$ cat config.mk
export PLATFORM = sky130hd
export DESIGN_NAME = aisp_top
export DESIGN_NICKNAME = d
export VERILOG_FILES = /design/src/aisp_pkg.sv /design/src/aisp_scan_next.sv /design/src/aisp_pin_route.sv /design/src/aisp_top.sv
export VERILOG_INCLUDE_DIRS = /design/src
export SDC_FILE = /design/constraint.sdc
export NUM_CORES = 1
export LEC_CHECK = 0
export ABC_AREA = 1
export BUFFER_PORTS_ARGS = -buffer_cell sky130_fd_sc_hd__buf_2
export CORE_UTILIZATION = 53
export DETAILED_ROUTE_END_ITERATION = 8
export PLACE_DENSITY_LB_ADDON = 0.3
export SLEW_MARGIN = 5
export SYNTH_ARGS = -nofsm -noshare
export SYNTH_HDL_FRONTEND = slang
export SYNTH_SLANG_ARGS = --single-unit
$ cat constraint.sdc
create_clock -name CLK -period 2.75 [get_ports CLK]
set_input_delay 0.4125 -clock CLK [delete_from_list [all_inputs] [get_ports CLK]]
set_output_delay 0.4125 -clock CLK [all_outputs]
set_load 0.1 [all_outputs]
$ cat src/aisp_consts.svh
// Constants for the converter input selection block
`ifndef AISP_CONSTS_SVH
`define AISP_CONSTS_SVH

// ----------------------------------------------------------------
// Sizes
// ----------------------------------------------------------------
`define AISP_NUM_INPUTS 13
`define AISP_DATA_W 16
`define AISP_ADDR_W 4

// ----------------------------------------------------------------
// Register indices
// ----------------------------------------------------------------
`define AISP_REG_CHAN0 4'h0
`define AISP_REG_SCAN 4'h1
`define AISP_REG_PINCFG 4'h2
`define AISP_REG_CTRL 4'h3
`define AISP_REG_STATUS 4'h4

// ----------------------------------------------------------------
// Field layout and reset values
// ----------------------------------------------------------------
`define AISP_RST_REG 16'h0000
`define AISP_RST_CODE 5'h00
`define AISP_RST_MASK 13'h0000
`define AISP_MASK_IMPL 16'h1FFF
`define AISP_SEL_A_LSB 0
`define AISP_SEL_B_LSB 8
`define AISP_CTRL_ALT 0
`define AISP_CTRL_SCAN 1
`define AISP_CTRL_DIS 2
`define AISP_STAT_PHASE 8

// ----------------------------------------------------------------
// Selector codes and input presence
// ----------------------------------------------------------------
`define AISP_MAX_CODE 5'h0C
`define AISP_RSV_LO 5'h06
`define AISP_RSV_HI 5'h08
`define AISP_LAST_INPUT 4'hC
`define AISP_FIRST_INPUT 4'h0
`define AISP_FULL_PRESENT 13'h1FFF
`define AISP_SMALL_PRESENT 13'h1E3F

`endif

$ cat src/aisp_pkg.sv
// Types shared by the converter input selection block
package aisp_pkg;

	// ------------------------------------------------------------
	// Sample phase of channel 0
	// ------------------------------------------------------------
	typedef enum logic [0:0] {
		AISP_PH_A = 1'b0,
		AISP_PH_B = 1'b1
	} aisp_phase_t;

	typedef logic [12:0] aisp_mask_t;
	typedef logic [4:0] aisp_code_t;

endpackage : aisp_pkg

$ cat src/aisp_scan_next.sv
// Finds the first included scan input at or above a start index, else the lowest included one
`timescale 1ns/1ns
`include "aisp_consts.svh"

module aisp_scan_next
	import aisp_pkg::*;
#(
	parameter int N = `AISP_NUM_INPUTS
) (
	input wire logic [N-1:0] mask,
	input wire logic [3:0] start,
	output logic [3:0] found,
	output logic any
);

	logic [3:0] hi;
	logic [3:0] lo;
	logic hv;

	// Lowest set bit overall and lowest at or above start
	always_comb begin
		hi = `AISP_FIRST_INPUT;
		lo = `AISP_FIRST_INPUT;
		hv = 1'b0;
		any = 1'b0;
		for (int i = N - 1; i >= 0; i--) begin
			if (mask[i]) begin
				lo = 4'(i);
				any = 1'b1;
				if (4'(i) >= start) begin
					hi = 4'(i);
					hv = 1'b1;
				end
			end
		end
		found = hv ? hi : lo;
	end

endmodule : aisp_scan_next

$ cat src/aisp_pin_route.sv
// Per-pin analog or digital routing of the shared input pins
`timescale 1ns/1ns
`include "aisp_consts.svh"

module aisp_pin_route
	import aisp_pkg::*;
#(
	parameter int N = `AISP_NUM_INPUTS,
	parameter logic [N-1:0] PRESENT = `AISP_FULL_PRESENT
) (
	input wire logic [N-1:0] pin_digital_select,
	input wire logic converter_module_disable,
	output logic [N-1:0] pin_digital,
	output logic [N-1:0] port_read_en,
	output logic [N-1:0] mux_to_ground
);

	genvar k;

	// ------------------------------------------------------------
	// One routing slice per analog input
	// ------------------------------------------------------------
	generate
		for (k = 0; k < N; k++) begin : g_pin
			logic dig;
			// Disabled converter forces digital; absent pins stay idle
			assign dig = PRESENT[k] &&
				(converter_module_disable || pin_digital_select[k]);
			assign pin_digital[k] = dig;
			assign port_read_en[k] = dig;
			assign mux_to_ground[k] = dig;
		end
	endgenerate

endmodule : aisp_pin_route

$ cat src/aisp_top.sv
// Channel 0 input selection, scan mask and pin configuration
// What this block does
// - Sample-A code n selects analog input n, codes 0 through 12.
// - Small variant: codes 6, 7 and 8 are reserved, select nothing.
// - Set scan bit includes that input in scanning, clear bit skips it.
// - Scan bits always writable; scanning an absent input converts low reference.
// - Bits 15 to 13 of scan and pin registers read as zero.
// - Set pin bit: digital mode, port read on, multiplexer tied to ground.
// - Clear pin bit: analog mode, port read off, pin voltage sampled.
// - All pin bits writable; bits of absent inputs affect no pin.
// - Converter disabled: pin bits ignored, all shared pins digital.
// - Sample-B selector uses the same code, applied in the B phase.
// - Alternate mode: A then B selections in turn; otherwise always A.
//
// Design decisions made here: the plain strobed port and the placing of the registers.
`timescale 1ns/1ns
`include "aisp_consts.svh"

module aisp_top
	import aisp_pkg::*;
#(
	parameter logic SMALL_PKG = 1'b0
) (
	input wire logic CLK,
	input wire logic NRST,
	input wire logic [`AISP_ADDR_W-1:0] ADDR,
	input wire logic [`AISP_DATA_W-1:0] WDATA,
	input wire logic WR,
	input wire logic RD,
	output logic [`AISP_DATA_W-1:0] RDATA,
	input wire logic SAMPLE_DONE,
	output logic [4:0] CH0_POS_SEL,
	output logic CH0_SEL_VALID,
	output logic CH0_LOW_REF,
	output logic SAMPLE_PHASE_B,
	output logic [`AISP_NUM_INPUTS-1:0] PIN_DIGITAL,
	output logic [`AISP_NUM_INPUTS-1:0] PORT_READ_EN,
	output logic [`AISP_NUM_INPUTS-1:0] MUX_TO_GROUND
);

	localparam int N = `AISP_NUM_INPUTS;
	localparam logic [N-1:0] PRESENT =
		SMALL_PKG ? `AISP_SMALL_PRESENT : `AISP_FULL_PRESENT;

	// ------------------------------------------------------------
	// Registers
	// ------------------------------------------------------------
	aisp_code_t chan0_positive_select_a;
	aisp_code_t chan0_positive_select_b;
	aisp_mask_t input_scan_select;
	aisp_mask_t analog_pin_config;
	logic alternate_sample_mode;
	logic scan_enable;
	logic converter_module_disable;
	aisp_phase_t phase;
	aisp_phase_t next_phase;
	logic [3:0] scan_pos;
	logic [3:0] next_scan_pos;
	logic [3:0] scan_found;
	logic scan_any;
	logic scan_on;
	logic scan_step;
	aisp_code_t eff_code;
	logic code_ok;
	logic [`AISP_DATA_W-1:0] next_rdata;

	logic wr_chan0;
	logic wr_scan;
	logic wr_pincfg;
	logic wr_ctrl;

	assign wr_chan0 = WR && (ADDR == `AISP_REG_CHAN0);
	assign wr_scan = WR && (ADDR == `AISP_REG_SCAN);
	assign wr_pincfg = WR && (ADDR == `AISP_REG_PINCFG);
	assign wr_ctrl = WR && (ADDR == `AISP_REG_CTRL);

	always_ff @(posedge CLK or negedge NRST) begin
		if (!NRST) begin
			chan0_positive_select_a <= `AISP_RST_CODE;
			chan0_positive_select_b <= `AISP_RST_CODE;
		end else if (wr_chan0) begin
			chan0_positive_select_a <=
				WDATA[`AISP_SEL_A_LSB +: 5];
			chan0_positive_select_b <=
				WDATA[`AISP_SEL_B_LSB +: 5];
		end
	end

	always_ff @(posedge CLK or negedge NRST) begin
		if (!NRST) begin
			input_scan_select <= `AISP_RST_MASK;
		end else if (wr_scan) begin
			input_scan_select <= WDATA[N-1:0];
		end
	end

	always_ff @(posedge CLK or negedge NRST) begin
		if (!NRST) begin
			analog_pin_config <= `AISP_RST_MASK;
		end else if (wr_pincfg) begin
			analog_pin_config <= WDATA[N-1:0];
		end
	end

	always_ff @(posedge CLK or negedge NRST) begin
		if (!NRST) begin
			alternate_sample_mode <= 1'b0;
			scan_enable <= 1'b0;
			converter_module_disable <= 1'b0;
		end else if (wr_ctrl) begin
			alternate_sample_mode <= WDATA[`AISP_CTRL_ALT];
			scan_enable <= WDATA[`AISP_CTRL_SCAN];
			converter_module_disable <= WDATA[`AISP_CTRL_DIS];
		end
	end

	// ------------------------------------------------------------
	// Sample phase and scan pointer
	// ------------------------------------------------------------
	assign scan_on = scan_enable && !converter_module_disable;
	assign scan_step = SAMPLE_DONE && scan_on && (phase == AISP_PH_A);

	aisp_scan_next #(
		.N(N)
	) u_scan_next (
		.mask(input_scan_select),
		.start(scan_pos),
		.found(scan_found),
		.any(scan_any)
	);

	always_comb begin
		case (phase)
			AISP_PH_A: next_phase = alternate_sample_mode ?
				AISP_PH_B : AISP_PH_A;
			AISP_PH_B: next_phase = AISP_PH_A;
			default: next_phase = AISP_PH_A;
		endcase
	end

	always_ff @(posedge CLK or negedge NRST) begin
		if (!NRST) begin
			phase <= AISP_PH_A;
		end else if (!alternate_sample_mode) begin
			phase <= AISP_PH_A;
		end else if (SAMPLE_DONE) begin
			phase <= next_phase;
		end
	end

	// Advance past the input just converted, wrapping after the last
	always_comb begin
		if (scan_found == `AISP_LAST_INPUT) begin
			next_scan_pos = `AISP_FIRST_INPUT;
		end else begin
			next_scan_pos = 4'(scan_found + 4'h1);
		end
	end

	always_ff @(posedge CLK or negedge NRST) begin
		if (!NRST) begin
			scan_pos <= `AISP_FIRST_INPUT;
		end else if (scan_step && scan_any) begin
			scan_pos <= next_scan_pos;
		end
	end

	// ------------------------------------------------------------
	// Channel 0 positive input
	// ------------------------------------------------------------
	always_comb begin
		if (phase == AISP_PH_B) begin
			eff_code = chan0_positive_select_b;
		end else if (scan_on) begin
			eff_code = {1'b0, scan_found};
		end else begin
			eff_code = chan0_positive_select_a;
		end
	end

	assign code_ok = (eff_code <= `AISP_MAX_CODE) &&
		!(SMALL_PKG && (eff_code >= `AISP_RSV_LO) &&
		(eff_code <= `AISP_RSV_HI));

	assign CH0_POS_SEL = eff_code;
	assign SAMPLE_PHASE_B = (phase == AISP_PH_B);

	always_comb begin
		CH0_SEL_VALID = 1'b0;
		CH0_LOW_REF = 1'b0;
		if (converter_module_disable) begin
			CH0_SEL_VALID = 1'b0;
		end else if (scan_on && (phase == AISP_PH_A)) begin
			CH0_SEL_VALID = scan_any;
			CH0_LOW_REF = scan_any && !PRESENT[scan_found];
		end else begin
			CH0_SEL_VALID = code_ok;
		end
	end

	// ------------------------------------------------------------
	// Pin routing
	// ------------------------------------------------------------
	aisp_pin_route #(
		.N(N),
		.PRESENT(PRESENT)
	) u_pin_route (
		.pin_digital_select(analog_pin_config),
		.converter_module_disable(converter_module_disable),
		.pin_digital(PIN_DIGITAL),
		.port_read_en(PORT_READ_EN),
		.mux_to_ground(MUX_TO_GROUND)
	);

	// ------------------------------------------------------------
	// Read path, data in the cycle after the strobe only
	// ------------------------------------------------------------
	always_comb begin
		next_rdata = `AISP_RST_REG;
		if (RD) begin
			case (ADDR)
				`AISP_REG_CHAN0: begin
					next_rdata[`AISP_SEL_A_LSB +: 5] =
						chan0_positive_select_a;
					next_rdata[`AISP_SEL_B_LSB +: 5] =
						chan0_positive_select_b;
				end
				`AISP_REG_SCAN: begin
					next_rdata[N-1:0] = input_scan_select;
				end
				`AISP_REG_PINCFG: begin
					next_rdata[N-1:0] = analog_pin_config;
				end
				`AISP_REG_CTRL: begin
					next_rdata[`AISP_CTRL_ALT] = alternate_sample_mode;
					next_rdata[`AISP_CTRL_SCAN] = scan_enable;
					next_rdata[`AISP_CTRL_DIS] = converter_module_disable;
				end
				`AISP_REG_STATUS: begin
					next_rdata[`AISP_SEL_A_LSB +: 5] = eff_code;
					next_rdata[`AISP_STAT_PHASE] = (phase == AISP_PH_B);
				end
				default: begin
					next_rdata = `AISP_RST_REG;
				end
			endcase
		end
	end

	always_ff @(posedge CLK or negedge NRST) begin
		if (!NRST) begin
			RDATA <= `AISP_RST_REG;
		end else begin
			RDATA <= next_rdata;
		end
	end

	// ------------------------------------------------------------
	// Checks
	// ------------------------------------------------------------
	AST_SEL_A_WRITE: assert property (@(posedge CLK) disable iff (!NRST)
		(wr_chan0 && !scan_on && !alternate_sample_mode &&
		!converter_module_disable && !wr_ctrl) |=>
		(CH0_POS_SEL == $past(WDATA[4:0])))
		else $error("sample A code not applied after write");

	AST_RESERVED_CODE: assert property (@(posedge CLK) disable iff (!NRST)
		(SMALL_PKG && !scan_on && phase == AISP_PH_A &&
		CH0_POS_SEL >= `AISP_RSV_LO && CH0_POS_SEL <= `AISP_RSV_HI) |->
		!CH0_SEL_VALID)
		else $error("reserved code marked valid");

	AST_SCAN_INCLUDED: assert property (@(posedge CLK) disable iff (!NRST)
		(scan_on && phase == AISP_PH_A && CH0_SEL_VALID) |->
		input_scan_select[CH0_POS_SEL[3:0]])
		else $error("scan picked an excluded input");

	AST_SCAN_WRAP: assert property (@(posedge CLK) disable iff (!NRST)
		(scan_step && scan_any && !wr_scan && !wr_ctrl &&
		!alternate_sample_mode &&
		input_scan_select == aisp_mask_t'(1) << scan_found) |=>
		(CH0_POS_SEL == $past(CH0_POS_SEL)))
		else $error("single-input scan moved");

	AST_LOW_REF: assert property (@(posedge CLK) disable iff (!NRST)
		CH0_LOW_REF |-> (scan_on && !PRESENT[CH0_POS_SEL[3:0]] &&
		CH0_SEL_VALID))
		else $error("low reference outside an absent scan step");

	AST_UPPER_ZERO: assert property (@(posedge CLK) disable iff (!NRST)
		(RD && (ADDR == `AISP_REG_SCAN || ADDR == `AISP_REG_PINCFG)) |=>
		(RDATA[`AISP_DATA_W-1:N] == '0))
		else $error("unimplemented bits read nonzero");

	AST_PIN_MODE: assert property (@(posedge CLK) disable iff (!NRST)
		!converter_module_disable |->
		(PIN_DIGITAL == (analog_pin_config & PRESENT) &&
		PORT_READ_EN == PIN_DIGITAL && MUX_TO_GROUND == PIN_DIGITAL))
		else $error("pin routing disagrees with configuration");

	AST_DISABLED_DIGITAL: assert property (@(posedge CLK)
		disable iff (!NRST)
		converter_module_disable |-> (PIN_DIGITAL == PRESENT))
		else $error("disabled converter left a pin analog");

	AST_SEL_B_PHASE: assert property (@(posedge CLK) disable iff (!NRST)
		(phase == AISP_PH_B) |-> (CH0_POS_SEL == chan0_positive_select_b))
		else $error("sample B code not used in B phase");

	AST_ALT_TOGGLE: assert property (@(posedge CLK) disable iff (!NRST)
		(SAMPLE_DONE && alternate_sample_mode && !wr_ctrl) |=>
		(SAMPLE_PHASE_B != $past(SAMPLE_PHASE_B)))
		else $error("alternate mode did not toggle phase");

	AST_NO_ALT_A: assert property (@(posedge CLK) disable iff (!NRST)
		!alternate_sample_mode |=> !SAMPLE_PHASE_B)
		else $error("phase B used without alternate mode");

	AST_SCAN_WRITE: assert property (@(posedge CLK) disable iff (!NRST)
		wr_scan |=> (input_scan_select == $past(WDATA[N-1:0])))
		else $error("scan mask write not taken");

endmodule : aisp_top

# Yosys cells after proc, flatten, opt, wreduce, memory -nomap -nowiden
# Memories as Yosys holds them, arrays and structs flattened.
# Cells that the tools add are included.
# W data, S select, Z words.
word_totals:
  romBits: 16
  ff_bits: 60
  elab_cells: 156
  out_inout_bits: 63
  n_memories: 1
mem_list:
  columns: ["memory", "words", "word_bits", "read_ports", "rd_clocked_by_memory_dff", "wr", "line_no", "text"]
  rows:
  - ["(name not given)", 16, 1, 1, 0, 0, "aisp_top.sv:195", "CH0_LOW_REF = scan_any && !PRESENT[scan_found];"]
op_classes:
  reduce_logical: 26
  add_sub_neg: 1
  n_eq_ne: 6
  bitwise_logic: 1
  mux: 96
  order_cmp: 15
op_table:
  columns: ["cell", "count"]
  rows:
  - ["$mux W4", 41]
  - ["$mux W1", 46]
  - ["$ge A4 B4 Y1 const A", 5]
  - ["$ge A3 B4 Y1 const A", 4]
  - ["$pmux W3 S5", 1]
  - ["$logic_or A1 B1 Y1", 13]
  - ["$mux W13", 1]
  - ["$pmux W4 S3", 1]
  - ["$logic_and A1 B1 Y1", 10]
  - ["$mux W5", 2]
  - ["$eq A4 B2 Y1 const B", 2]
  - ["$ge A1 B4 Y1 const A", 2]
  - ["$ge A2 B4 Y1 const A", 2]
  - ["$pmux W2 S4", 1]
  - ["$pmux W3 S2", 1]
  - ["$le A5 B4 Y1 const B", 1]
  - ["$lt A4 B5 Y1 const B", 1]
  - ["$add A4 B1 Y4 const B", 1]
  - ["$eq A4 B1 Y1 const B", 1]
  - ["$eq A4 B3 Y1 const B", 1]
  - ["$eq A4 B4 Y1 const B", 1]
  - ["$logic_not A4 Y1", 1]
  - ["$pmux W1 S4", 1]
  - ["$logic_not A1 Y1", 2]
  - ["other kinds (3)", 3]

# Logic depth before layout (Yosys ltp)
depth:
  word_depth: 34
  depth_mapped: 21
  ltp_nobuf: 20

# By module
# A second synthesis with hierarchy kept.
unflattened:
  cells_unflattened: 489
  area_unflattened_um2: 3636.0
modules_own_cells:
  columns: ["mod", "cells_per_inst", "instances", "area_per_inst_um2", "seq_area_each_um2"]
  rows:
  - ["aisp_top", 323, 1, 2751.4, 1426.4]
  - ["aisp_scan_next", 99, 1, 479.2, 0.0]
  - ["aisp_pin_route", 67, 1, 405.4, 0.0]

# Worst setup path after synthesis
# OpenSTA, ideal clock, no wires.
synth_timing:
  path_type: "register to output"
  from: "reg phase (netlist: SAMPLE_PHASE_B)"
  to: "out CH0_SEL_VALID"
  n_path_buf: 1
  path_slack_ps: -1467
  stages_incl_launch_ff: 5
  arrival_time_ps: 3804
  path_cell_list: "dfrtp_1 clkbuf_1 o21ai_0 a211o_1 a21oi_2"
synth_between:
  elab_chain_cells: 4
synth_lines:
  columns: ["item", "line_no", "text"]
  rows:
  - ["from (decl)", "aisp_top.sv:55", "aisp_phase_t phase;"]
  - ["from (signal assigned)", "aisp_top.sv:147", "phase <= next_phase;"]
  - ["$mux W5", "aisp_top.sv:172", "if (phase == AISP_PH_B) begin"]
  - ["net CH0_POS_SEL[4]", "aisp_top.sv:32", "output logic [4:0] CH0_POS_SEL,"]
  - ["$le A5 B4 Y1 (no source line)", null, null]
  - ["$mux W1", "aisp_top.sv:193", "end else if (scan_on && (phase == AISP_PH_A)) begin"]
  - ["$mux W1", "aisp_top.sv:191", "if (converter_module_disable) begin"]
  - ["to (decl)", "aisp_top.sv:33", "output logic CH0_SEL_VALID,"]
# The timed path passes the listed nets, and every way through them passes these cells.

# Final worst setup path
layout_timing:
  from: "reg scan_pos[3]"
  to: "out CH0_SEL_VALID"
layout_between:
  elab_chain_cells: 33
layout_lines:
  columns: ["item", "line_no", "text"]
  rows:
  - ["from (decl)", "aisp_top.sv:57", "logic [3:0] scan_pos;"]
  - ["from (signal assigned)", "aisp_top.sv:162", "scan_pos <= `AISP_FIRST_INPUT;"]
  - ["from (signal assigned)", "aisp_top.sv:164", "scan_pos <= next_scan_pos;"]
  - ["$ge A4 B4 Y1", "aisp_scan_next.sv:30", "if (4'(i) >= start) begin"]
  - ["$mux W1 / $mux W4 (equally long branches)", "aisp_scan_next.sv:30", null]
  - ["$mux W1 / $mux W4 (equally long branches)", "aisp_scan_next.sv:27", "if (mask[i]) begin"]
  - ["$mux W1 / $mux W4 (equally long branches)", "aisp_scan_next.sv:30", null]
  - ["$mux W1 / $mux W4 (equally long branches)", "aisp_scan_next.sv:27", null]
  - ["$mux W1 / $mux W4 (equally long branches)", "aisp_scan_next.sv:30", null]
  - ["$mux W1 / $mux W4 (equally long branches)", "aisp_scan_next.sv:27", null]
  - ["$mux W1 / $mux W4 (equally long branches)", "aisp_scan_next.sv:30", null]
  - ["[17 not listed]", null, null]
  - ["$mux W1 / $mux W4 (equally long branches)", "aisp_scan_next.sv:30", null]
  - ["$mux W1 / $mux W4 (equally long branches)", "aisp_scan_next.sv:27", null]
  - ["$mux W4 *", "aisp_scan_next.sv:36", "found = hv ? hi : lo;"]
  - ["$mux W5 *", "aisp_top.sv:174", "end else if (scan_on) begin"]
  - ["$mux W5 *", "aisp_top.sv:172", null]
  - ["$le A5 B4 Y1 (no source line) *", null, null]
  - ["$mux W1 *", "aisp_top.sv:193", null]
  - ["$mux W1 *", "aisp_top.sv:191", null]
# Mark *: on every way between the ends. The rest lies on a longest branch, timed or not.

==> metrics.md <==
| Metric | Value |
|---|---|
| Max-cap viol count | `0` |
| DP Area | `about 3600 um^2` |
| FP Rows | `28` |
| GRT Resource Usage Total | `0.276` |
| Syn Std Cell Area | `~3400 um^2` |
| Count of cell types in the netlist | `35` |
| Root Buffer | `clkbuf_8` |
| Pleak | `approximately 0.0021 uW` |
| I/O pin count | `between 80 and 90` |
| Clk sinks | `57` |
| Final Util | `0.644` |
| Setup Skew | `around 8.4 ps` |
| Failing checks | `setup timing` |
| Vias | `approximately 3100` |
| H-tree depth | `3` |
| WP data required | `between 2000 and 2500 ps` |
| Worst-path fanout max | `8` |
| Post-route clock period utilization | `1.02` |
| I/O Buffers | `80` |
| Most used routing layer | `met2` |
| Residual DRC | `0` |
| Final wirelength | `between 8 and 9 mm` |
| Initial antenna violation count | `0` |
| Type of the worst min-delay path | `primary input to flip-flop` |
| F_max | `about 360 MHz` |
| Met3 track demand over resource | `0.0544` |
| Syn_area_per_cell | `7.55 um^2` |
| Initial Util | `0.556` |
| Post-synth top area share | `0.426` |
| Chip width | `between 80 and 90 um` |
| First-pass GRT wire length | `13.3 mm` |
| Unrepaired setup endpoints after global routing | `yes` |
| CP Capture Type | `output port` |
| EDFF count, synth | `0` |
| Clock transition at path regs | `roughly 70 ps` |
| Yosys warning total | `0` |
| CTS buffer count | `9` |
| TNS Setup | `-44.4 ps` |
| Post-route insts no fill | `about 580` |
| Count leader, synth | `nand2_1` |
| Final #Nets | `524` |
| RD Place Congestion | `around 0.89` |
| Max VDD drop | `between 0.0007 and 0.0008 V` |
| Fin. Hold Viols | `0` |
| Worst-Margin Slew | `585 ps` |
| Yosys reg bits | `57` |
| Syn-to-layout area delta | `15.8%` |
| Multi-input logic area | `roughly 1400 um^2` |
| Final Critical Period | `~2800 ps` |
| Inst Count DP | `between 500 and 600` |
| Dpl hpwl | `6.47 mm` |
| Clock Latency Late Sink | `roughly 340 ps` |
| Outcome | `finished with violations` |
| Routing usage on met1 | `0.393` |
| Vias in the first global route | `roughly 2700` |
| Area contributors post-synth | `dfrtp_1 (43%), nand2_1 (12%), buf_4 (9.6%), o21ai_0 (7.8%), inv_1 (6.4%)` |
| Reg area | `about 1400 um^2` |
| Worst Hold Slack | `between 200 and 300 ps` |
| Sequential share of the synthesized area | `0.426` |
| Syn Inst Count | `around 440` |
| Ys async rst share | `1.00` |
| Die ar. | `6650 um^2` |
| Setup violators final | `1` |
| Startpoint Class | `flip-flop` |
| Average wire per standard cell | `14.6 um` |
| Largest net degree at the start of global routing | `28` |
| DIE HEIGHT | `a little over 80 um` |
| Layout cells sized above 1 | `0.269` |
| Max Root-Sink Buffers | `2` |
| Initial drt markers | `between 200 and 250` |
| Cell Pwr Density | `roughly 1300 nW/um^2` |
| ANT nets after route | `0` |
| Fill cells | `roughly 550` |
| Critical Path AT | `approximately 2400 ps` |
| Met2 global-route usage | `0.403` |
| Via/cell ratio | `approximately 5.3` |
| Final instance area | `3880 um^2` |
| Post-synth top cells | `nand2_1 (110), dfrtp_1 (57), inv_1 (57), o21ai_0 (52), buf_4 (43)` |
| Top_reg_cell synth | `dfrtp_1` |
| Slew HR | `0.609` |
| CTS tree | `yes` |
| Ant diodes | `0` |
| Max Slew Vio Count | `0` |
| Final WS setup | `-44.4 ps` |
| Core ar. | `about 6000 um^2` |
| Worst setup path class | `flip-flop to output port` |
| DR pass1 iterations | `9` |
| Cell taking the most area after synthesis | `dfrtp_1` |
| Grt ovf | `0` |
## sequential cells by signal, indices dropped and copies added (netlist names)
register,flops
chan0_positive_select_b,5
chan0_positive_select_a,5
RDATA,13
analog_pin_config,13
converter_module_disable,1
input_scan_select,13
alternate_sample_mode,1
scan_enable,1
scan_pos,4
SAMPLE_PHASE_B,1
## stage by stage
stage                     setup WS (ps)  total power (uW)
final                             -44.4              4930
after global routing               -177              5160
after CTS                         -41.3              4890
after detailed placement            190              4100
after global placement              202              4060
after floorplan                    -158              3760
## layer usage
layer / vias up / wire length (um)
li1: 1492 / -
met5: - / 0
met3: 11 / 584
met1: 1423 / 3970
met4: 0 / 104
met2: 126 / 3790
## power by group
group	internal, uW	leakage [uW]	switching [uW]
Combinational	658	0.00129	2360
Sequential	998	0.000734	176
Clock	400	0.0000927	336
## final timing paths
path,from,endpoint,slack (ps),cells after the start
max in group asynchronous,NRST,SAMPLE_PHASE_B,1620,3
min reg2reg,analog_pin_config[3],analog_pin_config[3],490,2
min in group asynchronous,NRST,RDATA[11],480,2
max,scan_pos[3],CH0_SEL_VALID,-40,12
max reg2reg,scan_pos[3],scan_pos[3],470,15
min,SAMPLE_DONE,SAMPLE_PHASE_B,290,2
## repair_timing
item | CTS | global route
setup endpoints to repair | 2 | 4
pin swaps | 6 | 6
endpoints found under the hold margin | 11 | 0
setup buffers | 2 | 1
hold buffers | 1 | 0
gates cloned | 0 | 0
resized for setup | 8 | 8
## worst max-delay path, cell delays in order (launching register included)
cell and delay, ps:
dfrtp_2 480, nor2_2 200, nand3_1 180, nand3_1 140, nand3b_1 140, inv_1 60
nand3_1 110, nand3_2 90, nand2_2 60, nand2_2 50, nand3b_4 160, a21oi_4 180
buf_12 190
## kinds of logic after synthesis
logic type | after synthesis | share of synthesized area
xor+xnor | 1 | 0.00261
buf+inv | 115 | 0.179
fa+ha+maj | 2 | 0.00746
other cells | 1 | 0.00112
compound gates | 94 | 0.157
flops | 57 | 0.426
simple gates | 174 | 0.227
## cell type report
| class | instances | area share |
|---|---|---|
| Tap cell | 75 | 0.0242 |
| Timing Repair Buffer | 91 | 0.142 |
| Inverter | 63 | 0.0609 |
| Clock inverter | 2 | 0.00322 |
| Sequential cell | 57 | 0.369 |
| Multi-Input combinational cell | 275 | 0.356 |
| Clock buffer | 14 | 0.0445 |
## cells in the final DEF (no fill, tap or decap), types with 2 or more instances in the layout
cell type | Yosys | layout
a21oi_4 | 0 | 2
dfrtp_1 | 57 | 53
buf_12 | 0 | 4
o22ai_1 | 8 | 8
and2_1 | 3 | 3
nor2_2 | 3 | 4
o221ai_1 | 3 | 3
inv_1 | 57 | 56
clkbuf_1 | 8 | 2
conb_1 | 1 | 4
o21ai_0 | 52 | 49
ha_1 | 2 | 2
nand3_2 | 1 | 2
buf_4 | 43 | 10
or2_2 | 4 | 4
o21ai_1 | 4 | 4
nor2_1 | 19 | 18
a221oi_1 | 5 | 5
o21ai_2 | 0 | 3
dfrtp_2 | 0 | 4
a21oi_1 | 15 | 14
inv_2 | 4 | 5
nand3_1 | 21 | 20
a31oi_1 | 3 | 3
nand2_2 | 3 | 4
clkinv_1 | 2 | 2
nand4_1 | 5 | 5
clkbuf_8 | 0 | 12
buf_2 | 0 | 75
nand2_1 | 110 | 108
Note: power is estimated with default switching activity, not from simulation.
